## config.mk

```make
export PLATFORM = sky130hd
export DESIGN_NAME = adc_host
export DESIGN_NICKNAME = d
export VERILOG_FILES = /design/src/hdl/adc_host_pkg.sv /design/src/hdl/adc_cmd_if.sv /design/src/hdl/adc_pin_seq.sv /design/src/hdl/adc_host.sv
export SDC_FILE = /design/constraint.sdc
export NUM_CORES = 1
export LEC_CHECK = 0
export BUFFER_PORTS_ARGS = -buffer_cell sky130_fd_sc_hd__buf_2
export CAP_MARGIN = 20
export CORE_MARGIN = 2
export CORE_UTILIZATION = 43
export CTS_CLUSTER_SIZE = 24
export DETAILED_ROUTE_END_ITERATION = 10
export GPL_ROUTABILITY_DRIVEN = 0
export HOLD_SLACK_MARGIN = 0.08
export PLACE_DENSITY = 0.86
export REMOVE_ABC_BUFFERS = 1
export SLEW_MARGIN = 20
export SYNTH_ARGS = -nofsm -noshare
export SYNTH_HDL_FRONTEND = slang
export SYNTH_SLANG_ARGS = --single-unit
export TNS_END_PERCENT = 50
```

## constraint.sdc

```tcl
create_clock -name pclk -period 1.8 [get_ports pclk]
set_input_delay 0.27 -clock pclk [delete_from_list [all_inputs] [get_ports pclk]]
set_output_delay 0.27 -clock pclk [all_outputs]
set_load 0.005 [all_outputs]
```

## src/hdl/adc_host_pkg.sv

```systemverilog
// Purpose: Shared constants and types for the half-flash converter host.
// Assumes: pclk at 100 MHz; software reaches the host over APB.
// Notes: Register offsets are byte addresses of aligned 32-bit words.
package adc_host_pkg;
  localparam int CLK_PERIOD_NS = 10;
  // Wake wait after power-down release, in ns and in cycles (rounded up).
  localparam int WAKE_NS = 900;
  localparam int WAKE_CYCLES = (WAKE_NS + CLK_PERIOD_NS - 1) / CLK_PERIOD_NS;
  // Least read strobe width in write-read mode, used as a read hold.
  localparam int READ_NS = 400;
  localparam int READ_CYCLES = (READ_NS + CLK_PERIOD_NS - 1) / CLK_PERIOD_NS;
  // Least write strobe width.
  localparam int WRITE_NS = 600;
  localparam int WRITE_CYCLES =
    (WRITE_NS + CLK_PERIOD_NS - 1) / CLK_PERIOD_NS;
  localparam int CNT_W = 8;
  localparam logic [CNT_W-1:0] WAKE_CNT = CNT_W'(WAKE_CYCLES);
  localparam logic [CNT_W-1:0] READ_CNT = CNT_W'(READ_CYCLES);
  localparam logic [CNT_W-1:0] WRITE_CNT = CNT_W'(WRITE_CYCLES);
  localparam logic [CNT_W-1:0] CNT_ZERO = 8'h00;
  localparam logic [CNT_W-1:0] CNT_ONE = 8'h01;

  // Register offsets.
  localparam logic [7:0] CTRL_OFFSET = 8'h00;
  localparam logic [7:0] START_OFFSET = 8'h04;
  localparam logic [7:0] STATUS_OFFSET = 8'h08;
  localparam logic [7:0] RESULT_OFFSET = 8'h0c;

  // Control register fields.
  localparam int CTRL_MODE_BIT = 0;
  localparam int CTRL_AWAKE_BIT = 1;
  localparam int CTRL_CHAN_LSB = 4;
  localparam int CHAN_W = 3;
  // Status register fields.
  localparam int STAT_BUSY_BIT = 0;
  localparam int STAT_DONE_BIT = 1;
  localparam int STAT_WAKING_BIT = 2;
  localparam int STAT_READY_BIT = 3;
  localparam int STAT_DONE_N_BIT = 4;

  localparam logic [31:0] WORD_ZERO = 32'h0000_0000;
  localparam logic [7:0] BYTE_ZERO = 8'h00;

  typedef enum logic [2:0] {
    st_idle,
    st_wake,
    st_write,
    st_wait_done,
    st_read,
    st_finish
  } host_state_t;
endpackage

```

## src/hdl/adc_cmd_if.sv

```systemverilog
// Purpose: Carries commands and results between the APB front end and
// the pin sequencer.
// Assumes: One clock domain.
// Notes: The front end issues start pulses; the sequencer reports back.
`timescale 1ns/100ps
interface adc_cmd_if;
  logic start;
  logic write_read_mode;
  logic awake;
  logic [adc_host_pkg::CHAN_W-1:0] channel;
  logic busy;
  logic waking;
  logic done;
  logic [7:0] result;
  modport front (output start, output write_read_mode, output awake,
    output channel, input busy, input waking, input done, input result);
  modport seq (input start, input write_read_mode, input awake,
    input channel, output busy, output waking, output done, output result);
endinterface

```

## src/hdl/adc_pin_seq.sv

```systemverilog
// Purpose: Drives the converter pins through one conversion per start taken while awake and idle.
// Assumes: Converter outputs are synchronous to pclk.
// Notes: Waits for the done flag; no time limit is imposed.
//
// The register addresses and the APB register port were decided locally.
`timescale 1ns/100ps
module adc_pin_seq (
  input wire logic pclk,
  input wire logic presetn,
  adc_cmd_if.seq cmd,
  output logic chip_select_n,
  output logic read_strobe_n,
  output logic wr_out,
  output logic wr_oe,
  input wire logic ready_in,
  input wire logic conversion_done_n,
  input wire logic [7:0] result_in,
  output logic power_down_n,
  output logic mode,
  output logic [2:0] channel_address
);
  typedef struct packed {
    adc_host_pkg::host_state_t st;
    logic [adc_host_pkg::CNT_W-1:0] cnt;
    logic cs_n;
    logic rd_n;
    logic wr_n;
    logic pd_n;
    logic md;
    logic [2:0] addr;
    logic done;
    logic [7:0] result;
  } seq_state_t;
  seq_state_t r;
  seq_state_t next_r;

  // Pin outputs come straight from flip-flops.
  assign chip_select_n = r.cs_n;
  assign read_strobe_n = r.rd_n;
  assign wr_out = r.wr_n;
  assign wr_oe = r.md; // The write pin is an input of the device only then.
  assign power_down_n = r.pd_n;
  assign mode = r.md;
  assign channel_address = r.addr;
  assign cmd.busy = (r.st != adc_host_pkg::st_idle);
  assign cmd.waking = (r.st == adc_host_pkg::st_wake);
  assign cmd.done = r.done;
  assign cmd.result = r.result;

  // Next-state logic of the pin sequence.
  always_comb begin
    next_r = r;
    next_r.pd_n = cmd.awake;
    if (r.cnt != adc_host_pkg::CNT_ZERO) begin
      next_r.cnt = r.cnt - adc_host_pkg::CNT_ONE;
    end
    case (r.st)
      adc_host_pkg::st_idle: begin
        if (!cmd.awake) begin
          next_r.cnt = adc_host_pkg::WAKE_CNT;
        end
        if (cmd.start && cmd.awake) begin
          next_r.done = 1'b0;
          next_r.md = cmd.write_read_mode;
          next_r.addr = cmd.channel;
          next_r.st = adc_host_pkg::st_wake;
        end
      end
      adc_host_pkg::st_wake: begin
        // Hold off until the wake time is over.
        if (r.cnt == adc_host_pkg::CNT_ZERO) begin
          next_r.cs_n = 1'b0;
          if (r.md) begin
            next_r.wr_n = 1'b0;
            next_r.cnt = adc_host_pkg::WRITE_CNT;
            next_r.st = adc_host_pkg::st_write;
          end else begin
            next_r.rd_n = 1'b0;
            next_r.st = adc_host_pkg::st_wait_done;
          end
        end
      end
      adc_host_pkg::st_write: begin
        if (r.cnt == adc_host_pkg::CNT_ZERO) begin
          next_r.wr_n = 1'b1;
          next_r.st = adc_host_pkg::st_wait_done;
        end
      end
      adc_host_pkg::st_wait_done: begin
        // The device signals the end by pulling its done line low.
        if (!conversion_done_n && (r.md || ready_in)) begin
          if (r.md) begin
            next_r.rd_n = 1'b0;
            next_r.cnt = adc_host_pkg::READ_CNT;
            next_r.st = adc_host_pkg::st_read;
          end else begin
            next_r.result = result_in;
            next_r.st = adc_host_pkg::st_finish;
          end
        end
      end
      adc_host_pkg::st_read: begin
        if (r.cnt == adc_host_pkg::CNT_ZERO) begin
          next_r.result = result_in;
          next_r.st = adc_host_pkg::st_finish;
        end
      end
      adc_host_pkg::st_finish: begin
        // Strobe release clears the done flag in the device.
        next_r.rd_n = 1'b1;
        next_r.cs_n = 1'b1;
        next_r.done = 1'b1;
        next_r.cnt = adc_host_pkg::CNT_ZERO;
        next_r.st = adc_host_pkg::st_idle;
      end
      default: begin
        next_r.st = adc_host_pkg::st_idle;
      end
    endcase
    if (!cmd.awake) begin
      // Power-down aborts any pending conversion.
      next_r.cs_n = 1'b1;
      next_r.rd_n = 1'b1;
      next_r.wr_n = 1'b1;
      next_r.st = adc_host_pkg::st_idle;
      next_r.cnt = adc_host_pkg::WAKE_CNT;
    end
  end

  // State register.
  always_ff @(posedge pclk or negedge presetn) begin
    if (!presetn) begin
      r <= '{st: adc_host_pkg::st_idle, cnt: adc_host_pkg::WAKE_CNT,
        cs_n: 1'b1, rd_n: 1'b1, wr_n: 1'b1, pd_n: 1'b0, md: 1'b0,
        addr: 3'h0, done: 1'b0, result: adc_host_pkg::BYTE_ZERO};
    end else begin
      r <= next_r;
    end
  end
endmodule

```

## src/hdl/adc_host.sv

```systemverilog
// Purpose: APB-controlled host that runs a half-flash converter by pins.
// Assumes: Converter outputs are synchronous to pclk; zero-wait APB.
// Notes: One conversion per write to the start register while awake and idle; other start writes are ignored.
`timescale 1ns/100ps
// Notes on behaviour
// - Hold read strobe low while sampling data.
// - Chip select low around every strobe.
// - Channel address binary, top line most significant.
// - Wait 900 ns after wake before converting.
// - Read mode: chip select and read start.
// - Write-read: write falls starts, rise latches upper.
module adc_host (
  input wire logic pclk,
  input wire logic presetn,
  input wire logic psel,
  input wire logic penable,
  input wire logic pwrite,
  input wire logic [7:0] paddr,
  input wire logic [31:0] pwdata,
  output logic [31:0] prdata,
  output logic pready,
  output logic pslverr,
  output logic chip_select_n,
  output logic read_strobe_n,
  output logic write_strobe_out,
  output logic write_strobe_oe,
  input wire logic write_strobe_ready_in,
  input wire logic conversion_done_n,
  input wire logic [7:0] result_in,
  output logic power_down_n,
  output logic mode,
  output logic [2:0] channel_address
);
  typedef struct packed {
    logic md;
    logic awake;
    logic [2:0] chan;
    logic start;
    logic [31:0] rdata;
  } front_state_t;
  front_state_t f;
  front_state_t next_f;
  adc_cmd_if cmd ();
  logic access;

  // Decides whether an offset is one of the mapped registers.
  function automatic logic mapped(input logic [7:0] a);
    mapped = (a == adc_host_pkg::CTRL_OFFSET) ||
      (a == adc_host_pkg::START_OFFSET) ||
      (a == adc_host_pkg::STATUS_OFFSET) ||
      (a == adc_host_pkg::RESULT_OFFSET);
  endfunction

  // Zero-wait slave: every access completes in its first access cycle.
  assign access = psel && penable;
  assign pready = 1'b1;
  assign pslverr = access && !mapped(paddr);
  assign prdata = f.rdata;
  assign cmd.start = f.start;
  assign cmd.write_read_mode = f.md;
  assign cmd.awake = f.awake;
  assign cmd.channel = f.chan;

  // Register writes, start pulse and read data capture.
  always_comb begin
    next_f = f;
    next_f.start = 1'b0;
    next_f.rdata = adc_host_pkg::WORD_ZERO;
    if (psel && !penable && !pwrite) begin
      case (paddr)
        adc_host_pkg::CTRL_OFFSET: begin
          next_f.rdata[adc_host_pkg::CTRL_MODE_BIT] = f.md;
          next_f.rdata[adc_host_pkg::CTRL_AWAKE_BIT] = f.awake;
          next_f.rdata[adc_host_pkg::CTRL_CHAN_LSB +: 3] = f.chan;
        end
        adc_host_pkg::STATUS_OFFSET: begin
          next_f.rdata[adc_host_pkg::STAT_BUSY_BIT] = cmd.busy;
          next_f.rdata[adc_host_pkg::STAT_DONE_BIT] = cmd.done;
          next_f.rdata[adc_host_pkg::STAT_WAKING_BIT] = cmd.waking;
          // Ready status pin is only meaningful in read mode.
          next_f.rdata[adc_host_pkg::STAT_READY_BIT] =
            !f.md && write_strobe_ready_in;
          next_f.rdata[adc_host_pkg::STAT_DONE_N_BIT] = conversion_done_n;
        end
        adc_host_pkg::RESULT_OFFSET: begin
          // Upper and lower nibbles arrive as one byte.
          next_f.rdata[7:0] = cmd.result;
        end
        default: begin
          next_f.rdata = adc_host_pkg::WORD_ZERO;
        end
      endcase
    end else if (psel && !penable) begin
      next_f.rdata = adc_host_pkg::WORD_ZERO;
    end else if (access && !pwrite) begin
      next_f.rdata = f.rdata;
    end
    if (access && pwrite) begin
      if (paddr == adc_host_pkg::CTRL_OFFSET) begin
        next_f.md = pwdata[adc_host_pkg::CTRL_MODE_BIT];
        next_f.awake = pwdata[adc_host_pkg::CTRL_AWAKE_BIT];
        // Value 7 on eight inputs reads the reference.
        next_f.chan = pwdata[adc_host_pkg::CTRL_CHAN_LSB +: 3];
      end
      if (paddr == adc_host_pkg::START_OFFSET) begin
        next_f.start = 1'b1;
      end
    end
  end

  // Front-end register.
  always_ff @(posedge pclk or negedge presetn) begin
    if (!presetn) begin
      f <= '{md: 1'b0, awake: 1'b0, chan: 3'h0, start: 1'b0,
        rdata: adc_host_pkg::WORD_ZERO};
    end else begin
      f <= next_f;
    end
  end

  // Pin sequencer.
  adc_pin_seq seq_inst (
    .pclk(pclk),
    .presetn(presetn),
    .cmd(cmd.seq),
    .chip_select_n(chip_select_n),
    .read_strobe_n(read_strobe_n),
    .wr_out(write_strobe_out),
    .wr_oe(write_strobe_oe),
    .ready_in(write_strobe_ready_in),
    .conversion_done_n(conversion_done_n),
    .result_in(result_in),
    .power_down_n(power_down_n),
    .mode(mode),
    .channel_address(channel_address)
  );
endmodule

```

-- Word level (Yosys, flattened, before mapping)
Index checks and enable logic that the tools add are counted.
- input port bits: 55
- word-level logic and storage cells: 109
- output and inout bits: 43
- bits in registers: 66
- reduce and logical (&&, ||, !) cells: 33
- multiplexer cells: 36
- add/sub/neg operators: 1
- equal/unequal tests: 24
- operator list (kind ; number):
    32-bit two-way mux ; 3
    8-bit two-way mux ; 6
    14-bit two-way mux ; 2
    8-bit one-hot mux with 3 select lines ; 1
    3-bit by 2-bit != test with 1-bit output (second input constant) ; 7
    8-bit by 4-bit == test with 1-bit output (second input constant) ; 2
    8-bit zero test ; 2
    8-bit one-hot mux with 2 select lines ; 1
    3-bit one-hot mux with 5 select lines ; 1
    11-bit two-way mux ; 1
    1-bit two-way mux ; 10
    5-bit AND reduction ; 2
    1-bit logical AND ; 9
    3-bit two-way mux ; 3
    8-bit by 3-bit == test with 1-bit output (second input constant) ; 1
    2-bit one-hot mux with 2 select lines ; 2
    2-bit AND reduction ; 4
    4-bit AND reduction ; 2
    8-bit nonzero test ; 1
    8-bit by 1-bit subtractor with 8-bit output (second input constant) ; 1
    3-bit by 2-bit == test with 1-bit output (second input constant) ; 2
    3-bit == test (second input constant) ; 2
    2-bit by 1-bit != test with 1-bit output (second input constant) ; 3
    3-bit by 1-bit != test with 1-bit output (second input constant) ; 2
    12 further kinds ; 24

-- Logic depth before layout (Yosys ltp)
- depth after elaboration: 6
- mapped depth: 7

-- Cells and area by module
Synthesis repeated with hierarchy kept, for this count alone.
- cells, all modules: 247
- area, all modules: 2484.9 µm²
- modules (own cells, without submodules) (module ; sequential area each (µm²) ; times used ; cells an instance ; area an instance (µm²)):
    adc_pin_seq ; 709.4 ; 1 ; 147 ; 1515.2
    adc_host ; 350.3 ; 1 ; 100 ; 969.7

-- Least setup slack after synthesis
Ideal clock, no wire load.
- kind: register to register
- start: register seq_inst.r[17] in the netlist's numbering
- end: register seq_inst.r, in the netlist seq_inst.cmd.result[0]
- cell stages (with the launch flop): 7
- period minus slack after synthesis: 1.773 ns
- arrival: 1.648 ns
- setup slack: 0.027 ns
- path through: dfrtp_1 -> inv_1 -> ha_1 -> nor3b_2 -> nand2_4 -> o21ai_4 -> mux2_2
- cells in the longest elaborated chain, start to end: 3
- ends and longest elaborated chain (what ; line ; source):
    start, declared ; adc_pin_seq.sv:34 ; seq_state_t r;
    start signal, assigned ; adc_pin_seq.sv:133 ; r <= '{st: adc_host_pkg::st_idle, cnt: adc_host_pkg::WAKE_CNT,
    start signal, assigned ; adc_pin_seq.sv:137 ; r <= next_r;
    8-bit zero test ; adc_pin_seq.sv:103 ; if (r.cnt == adc_host_pkg::CNT_ZERO) begin
    2-bit by 1-bit != test with 1-bit output (no source line) ; - ;
    4-bit AND reduction (no source line) ; - ;
Every way passes these cells.
A chain may end at the register's enable or synchronous reset.

==> impl_metrics.toml <==
[logic_synthesis]
ys_seq_area_frac = 0.4539
avgSynthCellArea_um2 = 10.02
syn-cell-area_um2 = 2335
synth_seq_cells = 42
ys.flop_type = "dfrtp_1"
syn_inst = 233
async_flop_share = 1.000
yosys_warnings = 0
synth-edff-count = 0
synth_cell_type_count = 47

[routing]
wl_mm = 5.243
drtIter0Drc = 134
wl_per_cell_um = 14.40
drt-vias-per-instance = 5.030
ant_nets = 0
firstDrtPassIters = 4
route.detailed.drc = 0
vias = 1831

[layout]
area_growth_pct = 19.67
diodes = 0
regArea_um2 = 1060
layout.nets = 349
multiInputGateArea_um2 = 1101
final_common_cell = "buf_2"
fillCellCount = 458
utilization = 0.5402
layout-drive-gt1-share = 0.3776
final_cell_mix = "45 x buf_2, 35 x dfrtp_1, 27 x nand2_1"

[critical_path]
cp.arrival_ns = 1.92
cp-start-kind = "flip-flop"
critPathMaxFanout = 4
worst_path_max_delay_cell = "dfstp_2"
rr_startpoint = "seq_inst.r[18]"
crit_start = "seq_inst.r[18]"
slowest_delay_ns = 0.56
critPathBufInv = 3
required_ns = 2.03
cp_top_family = "flip-flops"
endpoint_kind = "flip-flop"
cp_cell_sequence = "inv_2 > ha_4 > nor3b_4 > buf_4 > and2_4 > buf_6 > xnor2_1 > nor3_1"
crit_type = "flip-flop to flip-flop"

[floorplanning]
die_area_um2 = 6035
fp.coreArea_um2 = 5172
fp.dieH_um = 77.69
ios = 98
rows = 26
start_util = 0.4514
die_w_um = 77.69

[sta]
final.min_clock_period_ns = 1.695
finalSetupViolations = 0
report.final.slew_viol_count = 0
whs_ns = 0.1923
worstMarginPinSlew_ns = 0.5396
max_slew_margin = 0.6403
finalHoldViolCount = 0
clock-skew-final_ns = 0.002627
period_share = 0.9415
fmax_mhz = 590.1
rsz0062_at_grt = "false"

[global_routing]
grt_overflow = 0
grt_pass1_vias = 1757
gr-usage-all-layers = 0.1798
antenna_found_initial = 0
grt_pass1_wl_mm = 8.362
grt_start_max_net_pins = 43

[run_status]
status = "finished, final reports clean"

[clock_tree]
ctsLongestPathBuffers = 2
clockRootBuffer = "clkbuf_8"
htreeDepth = 2
clk_latency_ns = 0.30
clk_pin_slew_ns = 0.08
tritoncts = "done"
cts_sinks = 42
cts_buffers = 5

[worst_hold_path]
worstHoldStart = "result_in[7]"
hp-class = "primary input to flip-flop"

[placed_design]
hpwl_mm = 3.889
io_buffer_count = 45

[power_and_ir_drop]
leakage_nw = 1.312
p_per_area_nw_per_um2 = 665.0
ir_drop_uv = 342.4

[flow_run]
maxCapViolations = 0
[sequential cells by signal, summed over array words and instances, names as in the netlist]
name,flops
seq_inst.power_down_n,1
seq_inst.channel_address,3
seq_inst.cmd.done,1
cmd.channel,3
seq_inst.wr_out,1
cmd.write_read_mode,1
seq_inst.chip_select_n,1
seq_inst.mode,1
seq_inst.cmd.result,8
seq_inst.read_strobe_n,1
seq_inst.r,11
cmd.start,1
cmd.awake,1
prdata,8
[what timing repair did]
| action | 4_1_cts | 5_1_grt |
|---|---|---|
| pin swaps | 1 | 2 |
| gates resized for setup | 0 | 7 |
| endpoints found under the hold margin | 35 | 0 |
| setup buffers | 1 | 0 |
| setup endpoints to repair | 8 | 15 |
| hold buffers | 1 | 0 |
[power by group]
group / switching, mW / leakage [nW] / internal, mW / total, mW
sequential: 0.00819 / 0.539 / 0.956 / 0.964
combinational: 0.0813 / 0.721 / 0.0567 / 0.138
clock: 0.342 / 0.0514 / 0.414 / 0.756
[path summary, 6_finish.rpt]
path / endpoint / slack [ns] / depth (start not counted)
max in group asynchronous: seq_inst.cmd.result[4] / 0.86 / 3
min in group asynchronous: seq_inst.r[17] / 0.56 / 3
worst min register to register: prdata[5] / 0.49 / 2
worst min-delay path: seq_inst.cmd.result[7] / 0.19 / 2
worst max-delay path: seq_inst.r[17] / 0.11 / 8
worst max register to register: seq_inst.r[17] / 0.11 / 8
[worst reg2reg max path, cell delays in order (launching register included)]
cell     delay, ns
dfstp_2       0.56
inv_2         0.05
ha_4          0.15
nor3b_4       0.16
buf_4         0.14
and2_4        0.15
buf_6         0.11
xnor2_1       0.11
nor3_1        0.18
[routing by layer]
| layer | up-vias | part of all wire | track usage |
|---|---|---|---|
| met5 | - | 0 | 0 |
| met4 | 0 | 0.016 | 0.07857 |
| met3 | 7 | 0.057 | 0.05000 |
| met2 | 65 | 0.49 | 0.2819 |
| met1 | 885 | 0.44 | 0.2322 |
| li1 | 874 | - | - |
[final cells by class]
| cell class | instances | share of cell area |
|---|---|---|
| Multi-Input combinational cell | 170 | 0.3941 |
| Timing Repair Buffer | 67 | 0.1464 |
| Inverter | 7 | 0.009404 |
| Clock buffer | 6 | 0.02597 |
| Sequential cell | 42 | 0.3793 |
| Clock inverter | 2 | 0.01343 |
| Tap cell | 70 | 0.03135 |
[cell families after synthesis]
logic type	share of synthesized area
AO/OA/AOI/OAI	0.1190
multiplexers	0.1034
buffers and inverters	0.1206
flip-flops	0.4539
adder cells (fa/ha/maj)	0.005358
AND/OR/NAND/NOR	0.1758
other	0.003217
XOR/XNOR	0.01876
[synthesized netlist by cell type, types with 3 or more instances]
library cell / instances / area [um2]
nand3_1: 8 / 40.04
nor2_1: 13 / 48.80
dfrtp_1: 35 / 875.8
nand2_1: 27 / 101.4
mux2i_1: 5 / 50.05
buf_2: 3 / 15.01
a21oi_1: 10 / 50.05
clkbuf_1: 4 / 15.01
nor3_1: 5 / 25.02
xnor2_1: 3 / 26.28
buf_4: 30 / 225.2
dfstp_2: 7 / 183.9
o21ai_0: 14 / 70.07
nor3b_1: 4 / 30.03
inv_1: 7 / 26.28
mux2_2: 17 / 191.4
[metrics by stage]
step	std cells	TNS (ns)	cell area [um2]	setup WS (ns)	power, mW
after floorplan	219	0	2166	0.02718	1.036
after global placement	354	0	2629	0.03614	1.111
after detailed placement	354	-0.03976	2629	-0.01048	1.117
after CTS	364	0	2769	0.006014	1.863
after global routing	364	0	2794	0.01850	1.916
final	364	0	2794	0.1052	1.858
(Power assumes the default switching activity.)
